$ cat config.mk
export PLATFORM = sky130hd
export DESIGN_NAME = gpio_output_source_mux
export DESIGN_NICKNAME = d
export VERILOG_FILES = /design/src/rtl/gpio_output_pkg.sv /design/src/rtl/gpio_source_select.sv /design/src/rtl/gpio_output_source_mux.sv
export SDC_FILE = /design/constraint.sdc
export NUM_CORES = 1
export LEC_CHECK = 0
export BUFFER_PORTS_ARGS = -buffer_cell sky130_fd_sc_hd__buf_2
export CORE_UTILIZATION = 54
export CTS_BUF_LIST = sky130_fd_sc_hd__clkbuf_2 sky130_fd_sc_hd__clkbuf_4 sky130_fd_sc_hd__clkbuf_8
export DETAILED_ROUTE_END_ITERATION = 10
export PLACE_DENSITY = 0.79
export SETUP_SLACK_MARGIN = 0.02
export SYNTH_ARGS = -nofsm -noshare
export SYNTH_HDL_FRONTEND = slang
export SYNTH_SLANG_ARGS = --single-unit
$ cat constraint.sdc
create_clock -name clock -period 2.1 [get_ports clock]
set_input_delay 0.105 -clock clock [delete_from_list [all_inputs] [get_ports clock]]
set_output_delay 0.105 -clock clock [all_outputs]
set_load 0.01 [all_outputs]
$ cat src/rtl/gpio_output_pkg.sv
package gpio_output_pkg;

    // pin count and register width
    localparam int PIN_COUNT = 7;
    localparam int REG_WIDTH = 8;
    localparam int FC_GPIO_COUNT = 4;

    // register offsets
    localparam logic [7:0] PIN_LEVEL_STATUS_ADDR = 8'h0E;
    localparam logic [7:0] INPUT_ENABLE_CONTROL_ADDR = 8'h0F;
    localparam logic [7:0] PIN_OUTPUT_CONTROL_BASE = 8'h10;
    localparam logic [7:0] PIN_OUTPUT_CONTROL_LAST = 8'h16;
    localparam logic [7:0] PULLDOWN_CONTROL_ADDR = 8'hBE;

    // pin control field positions
    localparam int ENABLE_BIT = 0;
    localparam int VALUE_BIT = 1;
    localparam int SOURCE_LSB = 2;
    localparam int SOURCE_MSB = 4;
    localparam int FUNCTION_LSB = 5;
    localparam int FUNCTION_MSB = 7;

    // values after reset
    localparam logic [7:0] PIN_OUTPUT_CONTROL_RESET = 8'h00;
    localparam logic [7:0] INPUT_ENABLE_CONTROL_RESET = 8'h00;
    localparam logic [7:0] PULLDOWN_CONTROL_RESET = 8'h00;
    localparam logic [7:0] READ_IDLE_VALUE = 8'h00;

    // open-drain pin index
    localparam int OPEN_DRAIN_PIN = 3;

    // source and function codes
    localparam logic [2:0] SOURCE_RX_PORT0 = 3'h0;
    localparam logic [2:0] SOURCE_RX_PORT1 = 3'h1;
    localparam logic [2:0] FUNC_FC_GPIO3 = 3'h3;
    localparam logic [2:0] FUNC_LOCK = 3'h4;
    localparam logic [2:0] FUNC_PASS = 3'h5;
    localparam logic [2:0] FUNC_FRAME_VALID = 3'h6;
    localparam logic [2:0] FUNC_LINE_VALID = 3'h7;

endpackage

$ cat src/rtl/gpio_source_select.sv
`timescale 1ns/1ps

module gpio_source_select (
    // pin control
    input wire logic [7:0] pinControl,
    // receive port signals
    input wire logic [3:0] fcGpioPort0,
    input wire logic [3:0] fcGpioPort1,
    input wire logic [1:0] rxLock,
    input wire logic [1:0] rxPass,
    input wire logic [1:0] rxFrameValid,
    input wire logic [1:0] rxLineValid,
    // selected level
    output logic driveLevel
);

    logic [2:0] sourceSel;
    logic [2:0] functionSel;
    logic portIndex;
    logic [7:0] portSignals;

    assign sourceSel = pinControl[gpio_output_pkg::SOURCE_MSB:gpio_output_pkg::SOURCE_LSB];
    assign functionSel = pinControl[gpio_output_pkg::FUNCTION_MSB:gpio_output_pkg::FUNCTION_LSB];
    assign portIndex = (sourceSel == gpio_output_pkg::SOURCE_RX_PORT1);

    always_comb begin
        if (portIndex) begin
            portSignals = {rxLineValid[1], rxFrameValid[1], rxPass[1], rxLock[1], fcGpioPort1};
        end else begin
            portSignals = {rxLineValid[0], rxFrameValid[0], rxPass[0], rxLock[0], fcGpioPort0};
        end
    end

    // source picks the port group, function picks one signal in it
    always_comb begin
        if (sourceSel == gpio_output_pkg::SOURCE_RX_PORT0 ||
            sourceSel == gpio_output_pkg::SOURCE_RX_PORT1) begin
            driveLevel = portSignals[functionSel];
        end else begin
            driveLevel = pinControl[gpio_output_pkg::VALUE_BIT];
        end
    end

endmodule

$ cat src/rtl/gpio_output_source_mux.sv
`timescale 1ns/1ps

module gpio_output_source_mux #(
    parameter int PINS = 7
) (
    // clock and reset
    input wire logic clock,
    input wire logic rst_n,
    // register port
    input wire logic [7:0] regAddr,
    input wire logic [7:0] regWrData,
    input wire logic regWrite,
    input wire logic regRead,
    output logic [7:0] regRdData,
    output logic regRdValid,
    // receive port signals
    input wire logic [3:0] fcGpioPort0,
    input wire logic [3:0] fcGpioPort1,
    input wire logic [1:0] rxLock,
    input wire logic [1:0] rxPass,
    input wire logic [1:0] rxFrameValid,
    input wire logic [1:0] rxLineValid,
    // gpio pins
    input wire logic [PINS-1:0] pinIn,
    output logic [PINS-1:0] pinOut,
    output logic [PINS-1:0] pinOe,
    output logic [PINS-1:0] pinInputEnable,
    output logic [PINS-1:0] pinPulldownEnable
);

    logic [7:0] controlReg [PINS];
    logic [7:0] inputDisableReg;
    logic [7:0] pulldownDisableReg;
    logic [PINS-1:0] pinMeta;
    logic [PINS-1:0] pinSync;
    logic [PINS-1:0] driveLevel;
    logic [PINS-1:0] pinOut_next;
    logic [PINS-1:0] pinOe_next;
    logic [7:0] readData_next;

    function automatic logic isControlAddr(input logic [7:0] addr);
        return addr >= gpio_output_pkg::PIN_OUTPUT_CONTROL_BASE &&
               addr <= gpio_output_pkg::PIN_OUTPUT_CONTROL_LAST;
    endfunction

    function automatic logic [2:0] controlIndex(input logic [7:0] addr);
        logic [7:0] diff;
        diff = addr - gpio_output_pkg::PIN_OUTPUT_CONTROL_BASE;
        return diff[2:0];
    endfunction

    // pin level synchroniser
    always_ff @(posedge clock or negedge rst_n) begin
        if (!rst_n) begin
            pinMeta <= '0;
            pinSync <= '0;
        end else begin
            pinMeta <= pinIn;
            pinSync <= pinMeta;
        end
    end

    // pin control registers
    genvar gi;
    generate
        for (gi = 0; gi < PINS; gi++) begin : g_ctl
            always_ff @(posedge clock or negedge rst_n) begin
                if (!rst_n) begin
                    controlReg[gi] <= gpio_output_pkg::PIN_OUTPUT_CONTROL_RESET;
                end else if (regWrite && isControlAddr(regAddr) &&
                             controlIndex(regAddr) == 3'(gi)) begin
                    controlReg[gi] <= regWrData;
                end
            end
        end
    endgenerate

    // input enable control register, bit set disables the input path
    always_ff @(posedge clock or negedge rst_n) begin
        if (!rst_n) begin
            inputDisableReg <= gpio_output_pkg::INPUT_ENABLE_CONTROL_RESET;
        end else if (regWrite && regAddr == gpio_output_pkg::INPUT_ENABLE_CONTROL_ADDR) begin
            inputDisableReg <= regWrData;
        end
    end

    // pulldown control register, bit set disables the pulldown
    always_ff @(posedge clock or negedge rst_n) begin
        if (!rst_n) begin
            pulldownDisableReg <= gpio_output_pkg::PULLDOWN_CONTROL_RESET;
        end else if (regWrite && regAddr == gpio_output_pkg::PULLDOWN_CONTROL_ADDR) begin
            pulldownDisableReg <= regWrData;
        end
    end

    // per-pin source selection
    generate
        for (gi = 0; gi < PINS; gi++) begin : g_sel
            gpio_source_select u_select (
                .pinControl(controlReg[gi]),
                .fcGpioPort0(fcGpioPort0),
                .fcGpioPort1(fcGpioPort1),
                .rxLock(rxLock),
                .rxPass(rxPass),
                .rxFrameValid(rxFrameValid),
                .rxLineValid(rxLineValid),
                .driveLevel(driveLevel[gi])
            );
        end
    endgenerate

    // pin drivers; the open-drain pin only ever pulls low
    always_comb begin
        for (int i = 0; i < PINS; i++) begin
            if (i == gpio_output_pkg::OPEN_DRAIN_PIN) begin
                pinOut_next[i] = 1'b0;
                pinOe_next[i] = controlReg[i][gpio_output_pkg::ENABLE_BIT] && !driveLevel[i];
            end else begin
                pinOut_next[i] = driveLevel[i];
                pinOe_next[i] = controlReg[i][gpio_output_pkg::ENABLE_BIT];
            end
        end
    end

    always_ff @(posedge clock or negedge rst_n) begin
        if (!rst_n) begin
            pinOut <= '0;
            pinOe <= '0;
        end else begin
            pinOut <= pinOut_next;
            pinOe <= pinOe_next;
        end
    end

    always_ff @(posedge clock or negedge rst_n) begin
        if (!rst_n) begin
            pinInputEnable <= '1;
            pinPulldownEnable <= '1;
        end else begin
            pinInputEnable <= ~inputDisableReg[PINS-1:0];
            pinPulldownEnable <= ~pulldownDisableReg[PINS-1:0];
        end
    end

    // register read
    always_comb begin
        readData_next = gpio_output_pkg::READ_IDLE_VALUE;
        if (regAddr == gpio_output_pkg::PIN_LEVEL_STATUS_ADDR) begin
            readData_next = 8'(pinSync);
        end else if (regAddr == gpio_output_pkg::INPUT_ENABLE_CONTROL_ADDR) begin
            readData_next = inputDisableReg;
        end else if (regAddr == gpio_output_pkg::PULLDOWN_CONTROL_ADDR) begin
            readData_next = pulldownDisableReg;
        end else if (isControlAddr(regAddr)) begin
            readData_next = controlReg[controlIndex(regAddr)];
        end
    end

    always_ff @(posedge clock or negedge rst_n) begin
        if (!rst_n) begin
            regRdData <= gpio_output_pkg::READ_IDLE_VALUE;
            regRdValid <= 1'b0;
        end else begin
            regRdValid <= regRead;
            if (regRead) begin
                regRdData <= readData_next;
            end
        end
    end

    // checks
    chk_enable_drives_pin: assert property (@(posedge clock) disable iff (!rst_n)
        controlReg[0][0] |=> pinOe[0])
        else $error("pin 0 not driven while enabled");

    chk_disabled_undriven: assert property (@(posedge clock) disable iff (!rst_n)
        !controlReg[1][0] |=> !pinOe[1])
        else $error("pin 1 driven while disabled");

    chk_control_write: assert property (@(posedge clock) disable iff (!rst_n)
        regWrite && regAddr == 8'h12 |=> controlReg[2] == $past(regWrData))
        else $error("control write not stored");

    chk_port0_forward: assert property (@(posedge clock) disable iff (!rst_n)
        controlReg[0] == 8'h61 |=> pinOut[0] == $past(fcGpioPort0[3]))
        else $error("pin 0 not following port 0 forward gpio 3");

    chk_port0_lock: assert property (@(posedge clock) disable iff (!rst_n)
        controlReg[2] == 8'h83 |=> pinOut[2] == $past(rxLock[0]))
        else $error("pin 2 not following port 0 lock");

    chk_port0_frame: assert property (@(posedge clock) disable iff (!rst_n)
        controlReg[4] == 8'hC1 |=> pinOut[4] == $past(rxFrameValid[0]))
        else $error("pin 4 not following port 0 frame valid");

    chk_port1_forward: assert property (@(posedge clock) disable iff (!rst_n)
        controlReg[5] == 8'h25 |=> pinOut[5] == $past(fcGpioPort1[1]))
        else $error("pin 5 not following port 1 forward gpio 1");

    chk_port1_pass: assert property (@(posedge clock) disable iff (!rst_n)
        controlReg[6] == 8'hA7 |=> pinOut[6] == $past(rxPass[1]))
        else $error("pin 6 not following port 1 pass");

    chk_port1_line: assert property (@(posedge clock) disable iff (!rst_n)
        controlReg[1] == 8'hE5 |=> pinOut[1] == $past(rxLineValid[1]))
        else $error("pin 1 not following port 1 line valid");

    chk_status_read: assert property (@(posedge clock) disable iff (!rst_n)
        regRead && regAddr == 8'h0E |=> regRdValid && regRdData == {1'b0, $past(pinSync)})
        else $error("status read does not show pin levels");

    chk_inputs_after_reset: assert property (@(posedge clock) disable iff (!rst_n)
        $rose(rst_n) |-> pinOe == '0 && pinInputEnable == '1 && pinPulldownEnable == '1)
        else $error("pins not inputs after reset");

    chk_port0_gpio0: assert property (@(posedge clock) disable iff (!rst_n)
        controlReg[0] == 8'h01 |=> pinOut[0] == $past(fcGpioPort0[0]))
        else $error("pin 0 not following port 0 forward gpio 0");

    chk_port0_gpio2: assert property (@(posedge clock) disable iff (!rst_n)
        controlReg[0] == 8'h41 |=> pinOut[0] == $past(fcGpioPort0[2]))
        else $error("pin 0 not following port 0 forward gpio 2");

    chk_port0_pass: assert property (@(posedge clock) disable iff (!rst_n)
        controlReg[0] == 8'hA1 |=> pinOut[0] == $past(rxPass[0]))
        else $error("pin 0 not following port 0 pass");

    chk_port0_line: assert property (@(posedge clock) disable iff (!rst_n)
        controlReg[0] == 8'hE1 |=> pinOut[0] == $past(rxLineValid[0]))
        else $error("pin 0 not following port 0 line valid");

    chk_port1_gpio0: assert property (@(posedge clock) disable iff (!rst_n)
        controlReg[0] == 8'h05 |=> pinOut[0] == $past(fcGpioPort1[0]))
        else $error("pin 0 not following port 1 forward gpio 0");

    chk_port1_gpio3: assert property (@(posedge clock) disable iff (!rst_n)
        controlReg[0] == 8'h67 |=> pinOut[0] == $past(fcGpioPort1[3]))
        else $error("pin 0 not following port 1 forward gpio 3");

    chk_port1_lock: assert property (@(posedge clock) disable iff (!rst_n)
        controlReg[0] == 8'h85 |=> pinOut[0] == $past(rxLock[1]))
        else $error("pin 0 not following port 1 lock");

    chk_port1_frame: assert property (@(posedge clock) disable iff (!rst_n)
        controlReg[0] == 8'hC5 |=> pinOut[0] == $past(rxFrameValid[1]))
        else $error("pin 0 not following port 1 frame valid");

    chk_value_ignored: assert property (@(posedge clock) disable iff (!rst_n)
        controlReg[0] == 8'h03 && !fcGpioPort0[0] |=> !pinOut[0])
        else $error("pin 0 shows the value bit instead of its source");

    chk_od_released: assert property (@(posedge clock) disable iff (!rst_n)
        controlReg[3] == 8'h81 && rxLock[0] |=> !pinOe[3])
        else $error("open-drain pin held low while source is high");

    chk_od_driven_low: assert property (@(posedge clock) disable iff (!rst_n)
        controlReg[3] == 8'h81 && !rxLock[0] |=> pinOe[3] && !pinOut[3])
        else $error("open-drain pin not pulled low while source is low");

    chk_pin0_released: assert property (@(posedge clock) disable iff (!rst_n)
        !controlReg[0][0] |=> !pinOe[0])
        else $error("pin 0 driven while disabled");

    chk_ctrl_read: assert property (@(posedge clock) disable iff (!rst_n)
        regRead && regAddr == 8'h13 |=> regRdData == $past(controlReg[3]))
        else $error("control register 3 read back wrong");

    chk_unmapped_write: assert property (@(posedge clock) disable iff (!rst_n)
        regWrite && regAddr == 8'h17 |=> controlReg[6] == $past(controlReg[6]))
        else $error("write past the control block changed a register");

    chk_read_unmapped: assert property (@(posedge clock) disable iff (!rst_n)
        regRead && regAddr == 8'h20 |=> regRdData == 8'h00)
        else $error("unmapped read not zero");

    chk_rdvalid_follows: assert property (@(posedge clock) disable iff (!rst_n)
        regRead |=> regRdValid)
        else $error("read not answered in the next cycle");

    chk_rdvalid_pulse: assert property (@(posedge clock) disable iff (!rst_n)
        !regRead |=> !regRdValid)
        else $error("read valid without a read");

    chk_input_enable: assert property (@(posedge clock) disable iff (!rst_n)
        regWrite && regAddr == 8'h0F |=> ##1 pinInputEnable == ~$past(regWrData[6:0], 2))
        else $error("input enables do not follow their register");

    chk_pulldown_reg: assert property (@(posedge clock) disable iff (!rst_n)
        regWrite && regAddr == 8'hBE |=> ##1 pinPulldownEnable == ~$past(regWrData[6:0], 2))
        else $error("pulldown enables do not follow their register");

endmodule

==> flow_summary.json <==
{
  "setup_violations": 0,
  "cts_root_buffer": "clkbuf_8",
  "synthDominantCellAreaShare": 0.429,
  "wire_per_inst_um": 20.5,
  "yosys.area_share.simple": 0.0992,
  "clk_pin_slew_ns": 0.08,
  "die-area_sq_mm": 0.0121,
  "clk_latency_ns": 0.43,
  "cts_num_sinks": 122,
  "grt_pass1_vias": 4579,
  "dr.pass1.iters": 6,
  "routed-via-count": 4567,
  "tightest_slew_ns": 0.559,
  "netlist_instances": 503,
  "drtAntennaViolNets": 0,
  "fp.dieW_um": 110,
  "critical_path.max_fanout": 4,
  "port-buffer-count": 78,
  "synth_xor_area_frac": 0,
  "rows": 39,
  "synthMuxAreaShare": 0.310,
  "max_cap_viol_count": 0,
  "dpl.hpwl_mm": 11.0,
  "synthFlopType": "dfrtp_1",
  "synth-async-reset-ratio": 1.00,
  "synth_edf_count": 0,
  "synth_area_per_cell_sq_um": 12.5,
  "fill_cells": 854,
  "cts_tree": "yes",
  "post-route-min-period_ns": 1.96,
  "yosys-top-cells-count": "dfrtp_1, mux2_2, mux2i_1",
  "fmax_ghz": 0.511,
  "ys_ff_latch": 122,
  "hold_path.startpoint": "regWrData[0]",
  "viasPerCell": 6.02,
  "critPathLaunch": "controlReg[28]",
  "critical_path_required_ns": 2.42,
  "min_path_type": "input port to flop",
  "cts.path.max_buffers": 2,
  "die_h_um": 110,
  "numCtsBuffers": 17,
  "gr-total-overflow": 0,
  "ys_warn_count": 0,
  "synth-seq-area-share": 0.487,
  "max_slew_margin": 0.627,
  "yosysTopAreaCell": "dfrtp_1",
  "synth.net_count": 546,
  "critPathKind": "flop to flop",
  "num-nets-final": 646,
  "synth_fa_ha_area_frac": 0,
  "finalHoldViolations": 0,
  "final_util": 0.650,
  "ir_worst_vdd_mv": 0.545,
  "synth_most_common_cell": "dfrtp_1",
  "rsz0062_at_grt": "no",
  "p_per_area_mw_per_mm2": 739,
  "drc": 0,
  "synth_top_family_by_area": "multiplexers",
  "p_leak_nw": 3.28,
  "synth.distinct_cells": 45,
  "grt_first_pass_wirelength_mm": 24.0,
  "postCtsSetupBuffers": 0,
  "start_util": 0.552,
  "synthesis.area_sq_mm": 0.00630,
  "antenna_found_initial": 0,
  "synth.area.top_cells": "dfrtp_1, mux2_2, mux2i_1, dfstp_2, mux4_2",
  "finalWirelength_mm": 15.5,
  "synth_compound_area_frac": 0.0685,
  "drt-initial-drc-count": 338,
  "fin_setup_tns_ns": 0,
  "ios": 80,
  "drive_gt1_frac": 0.419,
  "core_area_sq_mm": 0.0114,
  "post-route-period-util": 0.933,
  "end_kind": "flop",
  "grt_max_degree": 68,
  "finalMaxSlewViolations": 0,
  "reg2reg_from": "controlReg[28]",
  "htree_levels": 4,
  "status": "finished, final reports clean",
  "cp.arrival_ns": 2.28,
  "critPathLaunchType": "flop",
  "routabilityCongestion": 0.913,
  "skew_ns": 0.00746,
  "area_delta_synth_final_pct": 17.8,
  "n_antenna_cell": 0,
  "grt_usage": 0.271
}
flip-flops by register name, summed over array words and instances, names as in the netlist, 7 cells and up:
| register | cells |
|---|---|
| pinPulldownEnable | 7 |
| inputDisableReg | 8 |
| pinMeta | 7 |
| pulldownDisableReg | 8 |
| pinSync | 7 |
| controlReg | 56 |
| pinInputEnable | 7 |
| pinOe | 7 |
| regRdData | 8 |
cell type report:
class                           instances  area (sq um)  area share
Sequential cell                       122          3070       0.413
Multi-Input combinational cell        333          3020       0.406
Clock inverter                         15           190      0.0256
Inverter                               23          86.3      0.0116
Timing Repair Buffer                  106           651      0.0876
Tap cell                              143           179      0.0241
Clock buffer                           17           234      0.0315
stage by stage:
| step | setup slack [ns] | instance area [sq um] | std cells | hold WS (ns) | total power [mW] |
|---|---|---|---|---|---|
| 2_1_floorplan | 0.0894 | 6300 | 503 | -0.191 | 2.99 |
| 3_3_place_gp | 0.189 | 6910 | 718 | 0.0744 | 3.26 |
| 4_1_cts | 0.126 | 7430 | 759 | 0.0561 | 5.52 |
| 3_5_place_dp | 0.132 | 6910 | 718 | 0.0889 | 3.30 |
| 6_report | 0.141 | 7430 | 759 | 0.0718 | 5.49 |
| 5_1_grt | 0.112 | 7430 | 759 | 0.0667 | 5.69 |
path summary, 6_finish.rpt:
| check | endpoint | slack, ns | cells past startpoint |
|---|---|---|---|
| min | controlReg[16] | 0.07 | 2 |
| min reg2reg | pinSync[3] | 0.35 | 0 |
| max reg2reg | pinOe[3] | 0.14 | 5 |
| min in group asynchronous | pulldownDisableReg[7] | 0.17 | 2 |
| max in group asynchronous | pinInputEnable[4] | 1.19 | 3 |
| max | pinOe[3] | 0.14 | 5 |
critical path, stage by stage (launching register included):
cell and delay, ns:
dfrtp_1 0.41, nor3b_1 0.29, buf_4 0.20, mux4_2 0.48
or2_2 0.29, a31o_2 0.20
power by group:
part	internal (mW)	total, mW	switching (mW)
combinational	0.312	0.691	0.379
clock	1.20	2.21	1.02
sequential	2.49	2.58	0.0939
total	4.00	5.49	1.49
cell families after synthesis:
logic type	count (synthesis)
multiplexers	171
flip-flops	122
AND/OR/NAND/NOR	104
AO/OA/AOI/OAI	57
buffers and inverters	48
other	1
cells in the final DEF (no fill, tap or decap), drive strengths merged, types with 9 or more instances in the layout:
cell type,count
dfstp,14
clkbuf,17
nor2,33
mux4,11
o2111ai,12
a41oi,10
mux2i,76
nand2b,9
nand2,26
inv,27
buf,97
mux2,84
dfrtp,108
dlygate4sd3,9
metal layers:
layer	up-vias	GRT usage	routed length, um
met1	2318	0.365	6740
met4	0	0.0943	263
li1	2055	-	-
met3	27	0.0506	803
met5	-	0	0
met2	167	0.441	7740
repair_timing:
action / in CTS / in global routing
endpoints found under the hold margin: 38 / 0
resized for setup: 0 / 0
hold buffers: 9 / 0
(Power assumes the default switching activity.)
